### config.mk
export PLATFORM = sky130hd
export DESIGN_NAME = delay_atten_sequencer
export DESIGN_NICKNAME = d
export VERILOG_FILES = /design/src/verilog/delay_atten_pkg.sv /design/src/verilog/delay_atten_sequencer.sv
export SDC_FILE = /design/constraint.sdc
export NUM_CORES = 2
export LEC_CHECK = 0
export BUFFER_PORTS_ARGS = -buffer_cell sky130_fd_sc_hd__buf_2
export CORE_MARGIN = 3
export CORE_UTILIZATION = 55
export CTS_CLUSTER_DIAMETER = 40
export DETAILED_ROUTE_END_ITERATION = 12
export PLACE_DENSITY = 0.74
export SLEW_MARGIN = 10
export SYNTH_ARGS = -nofsm -noshare
export SYNTH_HDL_FRONTEND = slang
export SYNTH_SLANG_ARGS = --single-unit
export TNS_END_PERCENT = 5
### constraint.sdc
create_clock -name clk -period 3.85 [get_ports clk]
set_input_delay 0.1925 -clock clk [delete_from_list [all_inputs] [get_ports clk]]
set_output_delay 0.1925 -clock clk [all_outputs]
set_load 0.05 [all_outputs]
### src/verilog/delay_atten_pkg.sv
package delay_atten_pkg;

    // ------------------------------------------------------------------
    // Table and code widths
    // ------------------------------------------------------------------
    localparam int TABLE_DEPTH = 32;
    localparam int PTR_W = 5;
    localparam int DELAY_W = 7;
    localparam int ATTEN_W = 6;
    localparam int PS_W = 10;

    typedef struct packed {
        logic [ATTEN_W-1:0] atten;
        logic [DELAY_W-1:0] delay;
    } stateEntry_t;

    typedef enum logic {MODE_SPI, MODE_SHIFT} digitalMode_t;

    // ------------------------------------------------------------------
    // Reset values and delay steps
    // ------------------------------------------------------------------
    localparam logic [ATTEN_W-1:0] ATTEN_MAX = 6'h3f;
    localparam logic [DELAY_W-1:0] DELAY_MIN = 7'h00;
    localparam logic [PTR_W-1:0] PTR_RST_START = 5'h00;
    localparam logic [PTR_W-1:0] PTR_RST_STOP = 5'h1f;
    localparam logic [PS_W-1:0] STEP_PS_RANGE0 = 10'h004;
    localparam logic [PS_W-1:0] STEP_PS_RANGE1 = 10'h002;
    localparam logic [PS_W-1:0] SPAN_PS_RANGE0 = 10'h1fc;
    localparam logic [PS_W-1:0] SPAN_PS_RANGE1 = 10'h0fe;

    // ------------------------------------------------------------------
    // Register byte offsets
    // ------------------------------------------------------------------
    localparam logic [11:0] OFF_CTRL = 12'h000;
    localparam logic [11:0] OFF_CMD = 12'h004;
    localparam logic [11:0] OFF_SEQA = 12'h008;
    localparam logic [11:0] OFF_SEQB = 12'h00c;
    localparam logic [11:0] OFF_APPLIED = 12'h010;
    localparam logic [11:0] OFF_RANK1 = 12'h100;
    localparam logic [11:0] OFF_RANK2 = 12'h200;
    localparam logic [11:0] TABLE_BYTES = 12'h080;

    // ------------------------------------------------------------------
    // Field positions
    // ------------------------------------------------------------------
    localparam int CTRL_RANGE = 0;
    localparam int CTRL_MODE = 1;
    localparam int CTRL_ACTIVE = 2;
    localparam int CMD_SOFT_RESET = 0;
    localparam int CMD_SEL_A = 1;
    localparam int CMD_SEL_B = 2;
    localparam int CMD_RST_A = 3;
    localparam int CMD_RST_B = 4;
    localparam int CMD_TOG_A = 5;
    localparam int CMD_TOG_B = 6;
    localparam int CMD_LOAD = 7;
    localparam int CMD_UPDATE = 8;
    localparam int CMD_W = 9;
    localparam int ENT_DELAY_LSB = 0;
    localparam int ENT_ATTEN_LSB = 8;
    localparam int SEQ_START_LSB = 0;
    localparam int SEQ_STOP_LSB = 8;
    localparam int SEQ_DIR = 16;
    localparam int SEQ_PTR_LSB = 24;
    localparam int APP_RANGE = 16;
    localparam int APP_ACTIVE = 17;

endpackage : delay_atten_pkg

### src/verilog/delay_atten_sequencer.sv
// Contract
// [RQ1] Soft reset restores defaults, max atten, min delay.
// [RQ2] Controller selects SPI or shift register mode.
// [RQ3] Range 0: 4ps steps, 508ps span.
// [RQ4] Range 1: 2ps steps, 254ps span.
// [RQ5] Attenuation code 0 to 63, 63 maximum.
// [RQ6] Command selects sequencer A or B.
// [RQ7] Commands reset each sequencer to its start.
// [RQ8] Commands toggle each sequencer's stepping direction.
// [RQ9] Load command copies first rank into second.
// [RQ10] Update command and update pin: same trigger.
// [RQ11] 32 entries, each individually writable in first rank.
// [RQ12] Every second-rank entry readable.
// [RQ13] Applied delay and attenuation codes readable.
// [RQ14] Each sequencer has start and stop pointers.
// [RQ15] Update steps active sequencer, applies second rank.
// [RQ16] Ascending at stop wraps to start.
// [RQ17] First update after reset applies start entry.
// [RQ18] Power-up applied state: max atten, min delay.
// [RQ19] All pointers are 5 bits wide.
// [RQ20] Descending at start wraps to stop.
// [RQ21] Delay code is 7 bits wide.
module delay_atten_sequencer #(
    parameter int DEPTH = delay_atten_pkg::TABLE_DEPTH
) (
    // Clock and reset
    input wire logic clk,
    input wire logic rst_b,
    // APB slave
    input wire logic psel,
    input wire logic penable,
    input wire logic pwrite,
    input wire logic [11:0] paddr,
    input wire logic [31:0] pwdata,
    output logic [31:0] prdata,
    output logic pready,
    output logic pslverr,
    // Update pin
    input wire logic updatePin,
    // Applied state
    output delay_atten_pkg::stateEntry_t appliedStateOutput,
    output logic [delay_atten_pkg::PS_W-1:0] appliedDelayPs,
    output logic delayRange,
    output delay_atten_pkg::digitalMode_t digitalMode
);

    // ------------------------------------------------------------------
    // Helper functions
    // ------------------------------------------------------------------
    function automatic logic inTable(input logic [11:0] addr, input logic [11:0] base);
        inTable = (addr >= base) && (addr < base + delay_atten_pkg::TABLE_BYTES) && (addr[1:0] == 2'h0);
    endfunction : inTable

    function automatic logic [delay_atten_pkg::PTR_W-1:0] advance(
        input logic [delay_atten_pkg::PTR_W-1:0] ptr,
        input logic [delay_atten_pkg::PTR_W-1:0] start,
        input logic [delay_atten_pkg::PTR_W-1:0] stop,
        input logic asc,
        input logic fresh
    );
        if (fresh) begin
            advance = start; // RQ17
        end else if (asc) begin
            advance = (ptr == stop) ? start : ptr + 5'h01; // RQ16
        end else begin
            advance = (ptr == start) ? stop : ptr - 5'h01; // RQ20
        end
    endfunction : advance

    function automatic logic [31:0] entryWord(input delay_atten_pkg::stateEntry_t e);
        entryWord = 32'h0;
        entryWord[delay_atten_pkg::ENT_DELAY_LSB +: delay_atten_pkg::DELAY_W] = e.delay;
        entryWord[delay_atten_pkg::ENT_ATTEN_LSB +: delay_atten_pkg::ATTEN_W] = e.atten;
    endfunction : entryWord

    // ------------------------------------------------------------------
    // State
    // ------------------------------------------------------------------
    typedef logic [delay_atten_pkg::PS_W-1:0] psWide_t;
    delay_atten_pkg::stateEntry_t rank1_ff [DEPTH];
    delay_atten_pkg::stateEntry_t rank2_ff [DEPTH];
    delay_atten_pkg::stateEntry_t appliedState_ff;
    delay_atten_pkg::stateEntry_t srcEntry;
    delay_atten_pkg::stateEntry_t defEntry;
    delay_atten_pkg::digitalMode_t mode_ff;
    logic [delay_atten_pkg::PTR_W-1:0] seqPtr_ff [2];
    logic [delay_atten_pkg::PTR_W-1:0] seqStart_ff [2];
    logic [delay_atten_pkg::PTR_W-1:0] seqStop_ff [2];
    logic [1:0] seqAsc_ff;
    logic [1:0] seqFresh_ff;
    logic activeSeq_ff;
    logic range_ff;
    logic pinPrev_ff;
    logic [31:0] prdata_ff;
    logic pready_ff;
    logic pslverr_ff;
    logic [delay_atten_pkg::PS_W-1:0] delayPs_ff;
    logic [delay_atten_pkg::PTR_W-1:0] nxtPtr;
    logic [delay_atten_pkg::CMD_W-1:0] cmd;
    logic [1:0] seqRst;
    logic [1:0] seqTog;
    logic [1:0] seqWr;
    logic apbSetupDone;
    logic wrEn;
    logic softReset;
    logic trigger;
    logic stepNow;
    logic [4:0] wrIdx;

    assign defEntry = '{atten: delay_atten_pkg::ATTEN_MAX, delay: delay_atten_pkg::DELAY_MIN};

    // ------------------------------------------------------------------
    // Bus decode and commands
    // ------------------------------------------------------------------
    assign apbSetupDone = psel && penable && pready_ff;
    assign wrEn = apbSetupDone && pwrite;
    assign wrIdx = paddr[6:2];
    assign cmd = (wrEn && paddr == delay_atten_pkg::OFF_CMD) ? pwdata[delay_atten_pkg::CMD_W-1:0] : '0;
    assign softReset = cmd[delay_atten_pkg::CMD_SOFT_RESET];
    assign seqRst = {cmd[delay_atten_pkg::CMD_RST_B], cmd[delay_atten_pkg::CMD_RST_A]};
    assign seqTog = {cmd[delay_atten_pkg::CMD_TOG_B], cmd[delay_atten_pkg::CMD_TOG_A]};
    assign seqWr = {wrEn && paddr == delay_atten_pkg::OFF_SEQB, wrEn && paddr == delay_atten_pkg::OFF_SEQA};
    assign trigger = (updatePin && !pinPrev_ff) || cmd[delay_atten_pkg::CMD_UPDATE]; // RQ10
    assign stepNow = trigger && !softReset && !seqRst[activeSeq_ff];
    assign nxtPtr = advance(seqPtr_ff[activeSeq_ff], seqStart_ff[activeSeq_ff], seqStop_ff[activeSeq_ff],
                            seqAsc_ff[activeSeq_ff], seqFresh_ff[activeSeq_ff]);
    // A load in the same write as an update applies the freshly loaded entry.
    assign srcEntry = cmd[delay_atten_pkg::CMD_LOAD] ? rank1_ff[nxtPtr] : rank2_ff[nxtPtr]; // RQ15

    always_ff @(posedge clk or negedge rst_b) begin
        if (!rst_b) begin
            pinPrev_ff <= 1'b0;
        end else begin
            pinPrev_ff <= updatePin;
        end
    end

    // ------------------------------------------------------------------
    // Control register
    // ------------------------------------------------------------------
    always_ff @(posedge clk or negedge rst_b) begin
        if (!rst_b) begin
            range_ff <= 1'b0;
            mode_ff <= delay_atten_pkg::MODE_SPI;
            activeSeq_ff <= 1'b0;
        end else if (softReset) begin
            range_ff <= 1'b0; // RQ1
            mode_ff <= delay_atten_pkg::MODE_SPI;
            activeSeq_ff <= 1'b0;
        end else begin
            if (wrEn && paddr == delay_atten_pkg::OFF_CTRL) begin
                range_ff <= pwdata[delay_atten_pkg::CTRL_RANGE];
                mode_ff <= delay_atten_pkg::digitalMode_t'(pwdata[delay_atten_pkg::CTRL_MODE]); // RQ2
            end
            if (cmd[delay_atten_pkg::CMD_SEL_B]) begin
                activeSeq_ff <= 1'b1; // RQ6
            end else if (cmd[delay_atten_pkg::CMD_SEL_A]) begin
                activeSeq_ff <= 1'b0; // RQ6
            end
        end
    end

    // ------------------------------------------------------------------
    // State tables
    // ------------------------------------------------------------------
    always_ff @(posedge clk or negedge rst_b) begin
        if (!rst_b) begin
            for (int i = 0; i < DEPTH; i++) begin
                rank1_ff[i] <= '{atten: delay_atten_pkg::ATTEN_MAX, delay: delay_atten_pkg::DELAY_MIN};
            end
        end else if (softReset) begin
            for (int i = 0; i < DEPTH; i++) begin
                rank1_ff[i] <= defEntry; // RQ1
            end
        end else if (wrEn && inTable(paddr, delay_atten_pkg::OFF_RANK1)) begin
            rank1_ff[wrIdx].delay <= pwdata[delay_atten_pkg::ENT_DELAY_LSB +: delay_atten_pkg::DELAY_W]; // RQ11 RQ21
            rank1_ff[wrIdx].atten <= pwdata[delay_atten_pkg::ENT_ATTEN_LSB +: delay_atten_pkg::ATTEN_W]; // RQ5
        end
    end

    always_ff @(posedge clk or negedge rst_b) begin
        if (!rst_b) begin
            for (int i = 0; i < DEPTH; i++) begin
                rank2_ff[i] <= '{atten: delay_atten_pkg::ATTEN_MAX, delay: delay_atten_pkg::DELAY_MIN};
            end
        end else if (softReset) begin
            for (int i = 0; i < DEPTH; i++) begin
                rank2_ff[i] <= defEntry;
            end
        end else if (cmd[delay_atten_pkg::CMD_LOAD]) begin
            for (int i = 0; i < DEPTH; i++) begin
                rank2_ff[i] <= rank1_ff[i]; // RQ9
            end
        end
    end

    // ------------------------------------------------------------------
    // Sequencers
    // ------------------------------------------------------------------
    always_ff @(posedge clk or negedge rst_b) begin
        if (!rst_b) begin
            for (int s = 0; s < 2; s++) begin
                seqPtr_ff[s] <= delay_atten_pkg::PTR_RST_START;
                seqStart_ff[s] <= delay_atten_pkg::PTR_RST_START;
                seqStop_ff[s] <= delay_atten_pkg::PTR_RST_STOP;
            end
            seqAsc_ff <= 2'h3;
            seqFresh_ff <= 2'h3;
        end else if (softReset) begin
            for (int s = 0; s < 2; s++) begin
                seqPtr_ff[s] <= delay_atten_pkg::PTR_RST_START;
                seqStart_ff[s] <= delay_atten_pkg::PTR_RST_START;
                seqStop_ff[s] <= delay_atten_pkg::PTR_RST_STOP;
            end
            seqAsc_ff <= 2'h3;
            seqFresh_ff <= 2'h3;
        end else begin
            for (int s = 0; s < 2; s++) begin
                if (seqWr[s]) begin
                    seqStart_ff[s] <= pwdata[delay_atten_pkg::SEQ_START_LSB +: delay_atten_pkg::PTR_W]; // RQ14 RQ19
                    seqStop_ff[s] <= pwdata[delay_atten_pkg::SEQ_STOP_LSB +: delay_atten_pkg::PTR_W]; // RQ14 RQ19
                    seqAsc_ff[s] <= pwdata[delay_atten_pkg::SEQ_DIR];
                end
                if (seqTog[s]) begin
                    seqAsc_ff[s] <= !seqAsc_ff[s]; // RQ8
                end
                if (seqRst[s]) begin
                    seqPtr_ff[s] <= seqStart_ff[s]; // RQ7
                    seqFresh_ff[s] <= 1'b1; // RQ17
                end else if (stepNow && activeSeq_ff == s[0]) begin
                    seqPtr_ff[s] <= nxtPtr; // RQ15
                    seqFresh_ff[s] <= 1'b0;
                end
            end
        end
    end

    // ------------------------------------------------------------------
    // Applied state
    // ------------------------------------------------------------------
    always_ff @(posedge clk or negedge rst_b) begin
        if (!rst_b) begin
            appliedState_ff <= '{atten: delay_atten_pkg::ATTEN_MAX, delay: delay_atten_pkg::DELAY_MIN}; // RQ18
        end else if (softReset) begin
            appliedState_ff <= defEntry; // RQ1
        end else if (stepNow) begin
            appliedState_ff <= srcEntry; // RQ15
        end
    end

    // The delay in picoseconds follows the applied code by one cycle.
    always_ff @(posedge clk or negedge rst_b) begin
        if (!rst_b) begin
            delayPs_ff <= '0;
        end else if (range_ff) begin
            delayPs_ff <= psWide_t'(appliedState_ff.delay) * delay_atten_pkg::STEP_PS_RANGE1; // RQ4
        end else begin
            delayPs_ff <= psWide_t'(appliedState_ff.delay) * delay_atten_pkg::STEP_PS_RANGE0; // RQ3
        end
    end

    // ------------------------------------------------------------------
    // APB response
    // ------------------------------------------------------------------
    always_ff @(posedge clk or negedge rst_b) begin
        if (!rst_b) begin
            pready_ff <= 1'b0;
            pslverr_ff <= 1'b0;
            prdata_ff <= 32'h0;
        end else if (psel && penable && !pready_ff) begin
            pready_ff <= 1'b1;
            pslverr_ff <= 1'b0;
            prdata_ff <= 32'h0;
            if (inTable(paddr, delay_atten_pkg::OFF_RANK1)) begin
                prdata_ff <= entryWord(rank1_ff[wrIdx]);
            end else if (inTable(paddr, delay_atten_pkg::OFF_RANK2)) begin
                prdata_ff <= entryWord(rank2_ff[wrIdx]); // RQ12
            end else if (paddr == delay_atten_pkg::OFF_CTRL) begin
                prdata_ff[delay_atten_pkg::CTRL_RANGE] <= range_ff;
                prdata_ff[delay_atten_pkg::CTRL_MODE] <= mode_ff;
                prdata_ff[delay_atten_pkg::CTRL_ACTIVE] <= activeSeq_ff;
            end else if (paddr == delay_atten_pkg::OFF_SEQA || paddr == delay_atten_pkg::OFF_SEQB) begin
                prdata_ff[delay_atten_pkg::SEQ_START_LSB +: delay_atten_pkg::PTR_W] <= seqStart_ff[paddr[2]];
                prdata_ff[delay_atten_pkg::SEQ_STOP_LSB +: delay_atten_pkg::PTR_W] <= seqStop_ff[paddr[2]];
                prdata_ff[delay_atten_pkg::SEQ_DIR] <= seqAsc_ff[paddr[2]];
                prdata_ff[delay_atten_pkg::SEQ_PTR_LSB +: delay_atten_pkg::PTR_W] <= seqPtr_ff[paddr[2]];
            end else if (paddr == delay_atten_pkg::OFF_APPLIED) begin
                prdata_ff <= entryWord(appliedState_ff); // RQ13
                prdata_ff[delay_atten_pkg::APP_RANGE] <= range_ff;
                prdata_ff[delay_atten_pkg::APP_ACTIVE] <= activeSeq_ff;
            end else if (paddr != delay_atten_pkg::OFF_CMD) begin
                pslverr_ff <= 1'b1;
            end
        end else begin
            pready_ff <= 1'b0;
            pslverr_ff <= 1'b0;
        end
    end

    assign prdata = prdata_ff;
    assign pready = pready_ff;
    assign pslverr = pslverr_ff;
    assign appliedStateOutput = appliedState_ff;
    assign appliedDelayPs = delayPs_ff;
    assign delayRange = range_ff;
    assign digitalMode = mode_ff;
endmodule : delay_atten_sequencer

==> run_results.csv <==
group,metric,value,unit
clock_tree,clk_pin_slew,0.06,ns
layout,drive_above_1_share,0.2550,
timing,whs,0.05198,ns
pwr,p_switching,18430,uW
logic_synthesis,yosysTopAreaCellShare,0.2448,
worst_setup_path,worstPathRequired,4.53,ns
grt,grt_pass1_vias,47020,
worst_setup_path,end_kind,"register",
clock_tree,cts_htree_levels,4,
timing,tns,0,ns
die,fp.dieW,313.6,um
placement,dp_cells,6605,
timing,setup-violations-final,0,
grt,track_usage,0.4404,
worst_setup_path,crit_start,"seqPtr_ff[7]$_DFFE_PN0P_",
pwr,power_frac_clock,0.313,
worst_setup_path,worstSetupStartpointType,"register",
clock_tree,cts_sinks,913,
drt,routed_wirelength,219.9,mm
outcome,status,"complete, no violations",
logic_synthesis,postSynth.asyncResetShare,1.000,
timing,post-route-min-period,3.809,ns
logic_synthesis,synth.largest_area_cell,"dfrtp_1",
timing,worst_pin_slew,1.293,ns
placement,placed_area,55480,um2
logic_synthesis,synth_ff_type,"dfrtp_1",
timing,slew_headroom,0.1378,
placement,dp_slack,-0.04633,ns
drt,drc,0,
logic_synthesis,netlist_area,52030,um2
worst_setup_path,regToRegSetupSlack,0.04,ns
drt,avgRoutedWirePerCell,31.89,um
worst_setup_path,worstSetupPathType,"register to register",
job,drv_cap,0,
placement,gp_congestion,0.9949,
die,start_util,0.5558,
logic_synthesis,synthCells,5454,
logic_synthesis,synth.area.top_cells,"dfrtp_1 24%, dfstp_2 20%, nand2_1 11%",
timing,max_freq,262.6,MHz
logic_synthesis,netlist-cell-type-count,77,
logic_synthesis,avgSynthCellArea,9.540,um2
worst_setup_path,reg2regPathDepth,13,
clock_tree,cts_tree,"built",
drt,drt-initial-drc-count,9685,
worst_setup_path,crit_end,"appliedStateOutput[4]$_DFFE_PN0P_",
logic_synthesis,ys_warn_count,0,
die,rows,112,
timing,fin_crit_sh,0.9893,
clock_tree,numCtsBuffers,142,
pwr,vdd_drop_max,0.8766,mV
worst_setup_path,r2r-start,"seqPtr_ff[7]$_DFFE_PN0P_",
worst_setup_path,arrival,4.49,ns
timing,rsz0062_at_grt,"yes",
die,die_y,313.6,um
clock_tree,insertion_delay,0.75,ns
clock_tree,cts_buffer_depth,3,
layout,final_area,60770,um2
min_path,hold_start,"pwdata[13]",
pwr,total_leakage_power,0.02543,uW
die,coreArea,93610,um2
worst_setup_path,r2r-end,"appliedStateOutput[4]$_DFFE_PN0P_",
layout,synthToLayoutAreaGrowth,16.79,%
pwr,power.density,712.2,nW/um2
grt,overflow,0,
layout,fin_nets,5566,
min_path,hold_path_class,"input port to register",
drt,antenna_left,0,
logic_synthesis,yosysSeqAreaShare,0.4488,
timing,slew_viol_final,0,
die,ioPinCount,109,
pwr,p_seq_frac,0.234,
placement,io_buffers,77,
logic_synthesis,synth_edf_count,0,
pwr,p_int,24850,uW
timing,skew,0.03732,ns
timing,finalWorstSetupSlack,0.04123,ns
pwr,pwr-share-comb,0.453,
layout,layout.cells.non_filler,6896,
grt,antenna_found_initial,18,
worst_setup_path,cp_max_fo,7,
drt,drt_pass1_iterations,8,
drt,via_per_inst,7.246,
drt,vias,49970,
placement,hpwl,136.7,mm
grt,grt_max_degree,207,
pwr,sw_frac_of_total,0.4258,
die,dieArea,98330,um2
grt,grt_pass1_wl,320.3,mm
timing,hold_viol_final,0,
clock_tree,cts-root-buf,"clkbuf_16",
logic_synthesis,synth_seq_cells,913,
==> worst max-delay path, stage by stage, from the launching register on <==
cell and delay (ns):
dfrtp_2 0.50, xnor2_1 0.21, nand4_1 0.15, o32a_1 0.42
buf_4 0.18, mux2i_1 0.14, buf_4 0.16, a211oi_4 0.37
nand4_1 0.40, buf_4 0.33, a221o_1 0.31, a41oi_1 0.35
a41oi_1 0.10, nand3_1 0.11
==> logic make-up (layout without fill, tap and decap cells) <==
family	after synthesis	in the layout	synth area share
muxes	681	681	0.1845
DFF	913	913	0.4488
other	1	28	0.00007207
buffers and inverters	559	720	0.04555
adders and majority gates	2	2	0.0004809
and+or+nand+nor	2238	2238	0.1797
xor gates and xnor gates	25	25	0.004208
AOI/OAI and AO/OA	1035	1035	0.1367
==> placed cells by master, fill, tap and decap left out, drive strengths merged, types with 75 or more instances in the layout <==
| master | instances |
|---|---|
| o21ai | 86 |
| a22o | 75 |
| clkbuf | 171 |
| nand3 | 424 |
| o22a | 88 |
| nor2 | 201 |
| a21oi | 373 |
| dfstp | 404 |
| buf | 437 |
| dfrtp | 509 |
| mux2i | 406 |
| mux4 | 216 |
| nand2 | 1469 |
==> metal layers <==
| layer | track usage | up-vias | share of wire |
|---|---|---|---|
| met5 | 0.01532 | - | 0.0014 |
| met4 | 0.3154 | 18 | 0.087 |
| met3 | 0.2067 | 1291 | 0.17 |
| met2 | 0.5871 | 4623 | 0.40 |
| met1 | 0.5576 | 24320 | 0.34 |
| li1 | - | 19720 | - |
==> cell type report <==
class / instances / area, um2
Sequential cell: 913 / 23350
Timing Repair Buffer: 446 / 4109
Multi-Input combinational cell: 3995 / 26650
Tap cell: 1254 / 1569
Inverter: 16 / 60.06
Clock buffer: 171 / 3920
Clock inverter: 87 / 1067
Fill cell: 7316 / 32840
Antenna cell: 14 / 35.03
==> power groups by stage <==
stage	logic, uW	registers [uW]	clock network, uW
final	19600	10100	13500
after detailed placement	18000	10200	0
after CTS	18100	10100	13500
after floorplan	8950	10400	0
after global placement	17900	10200	0
after global routing	19600	10100	14000
==> synthesized netlist by cell type, types with 13 or more instances <==
library cell	number
mux2_2	58
dfrtp_1	509
nor2_1	201
clkbuf_1	363
mux2i_1	405
mux4_2	216
o211ai_1	15
a2111oi_0	13
a31oi_1	24
o22a_1	88
a221oi_1	38
a22oi_1	43
a22o_1	75
buf_1	58
nor3_1	23
nand2_1	1469
o22ai_1	14
buf_2	85
dfstp_2	404
nand4_1	31
buf_4	30
a21oi_1	373
a211oi_1	71
inv_1	14
nand3_1	424
and3_1	24
xnor2_1	20
o21ai_0	86
o31a_1	40
and4_1	17
a311oi_1	37
==> per-stage QoR <==
stage                     utilization  power (uW)
after floorplan                     -       19330
after global placement         0.5926       28090
after detailed placement       0.5926       28210
after CTS                      0.6469       41700
after global routing           0.6489       43690
final                          0.6492       43280
==> flip-flops by register name (all words and copies together), names as in the netlist <==
name                flops
pready                  1
appliedDelayPs          8
seqStop_ff             10
seqAsc_ff               2
pslverr                 1
pinPrev_ff              1
digitalMode             1
seqPtr_ff              10
delayRange              1
rank1_ff              416
appliedStateOutput     13
activeSeq_ff            1
prdata                 20
seqStart_ff            10
rank2_ff              416
seqFresh_ff             2
==> how the worst min path moves through the flow <==
stage,endpoint,depth (start not counted),slack [ns]
after floorplan,activeSeq_ff$_DFFE_PN0P_,0,-0.10
after global placement,pinPrev_ff$_DFF_PN0_,1,0.31
after detailed placement,pinPrev_ff$_DFF_PN0_,1,0.32
after CTS,rank1_ff[389]$_DFFE_PN1P_,3,0.002
after global routing,rank1_ff[389]$_DFFE_PN1P_,3,0.06
final,rank1_ff[51]$_DFFE_PN1P_,3,0.05
==> repair_timing <==
| action | CTS | global route |
|---|---|---|
| hold buffers | 9 | 0 |
| gates resized for setup | 3 | 19 |
| setup buffers | 0 | 10 |
| endpoints found under the hold margin | 66 | 0 |
| endpoints found under the setup margin | 3 | 12 |
| pin swaps | 0 | 4 |
(Power assumes the default switching activity.)
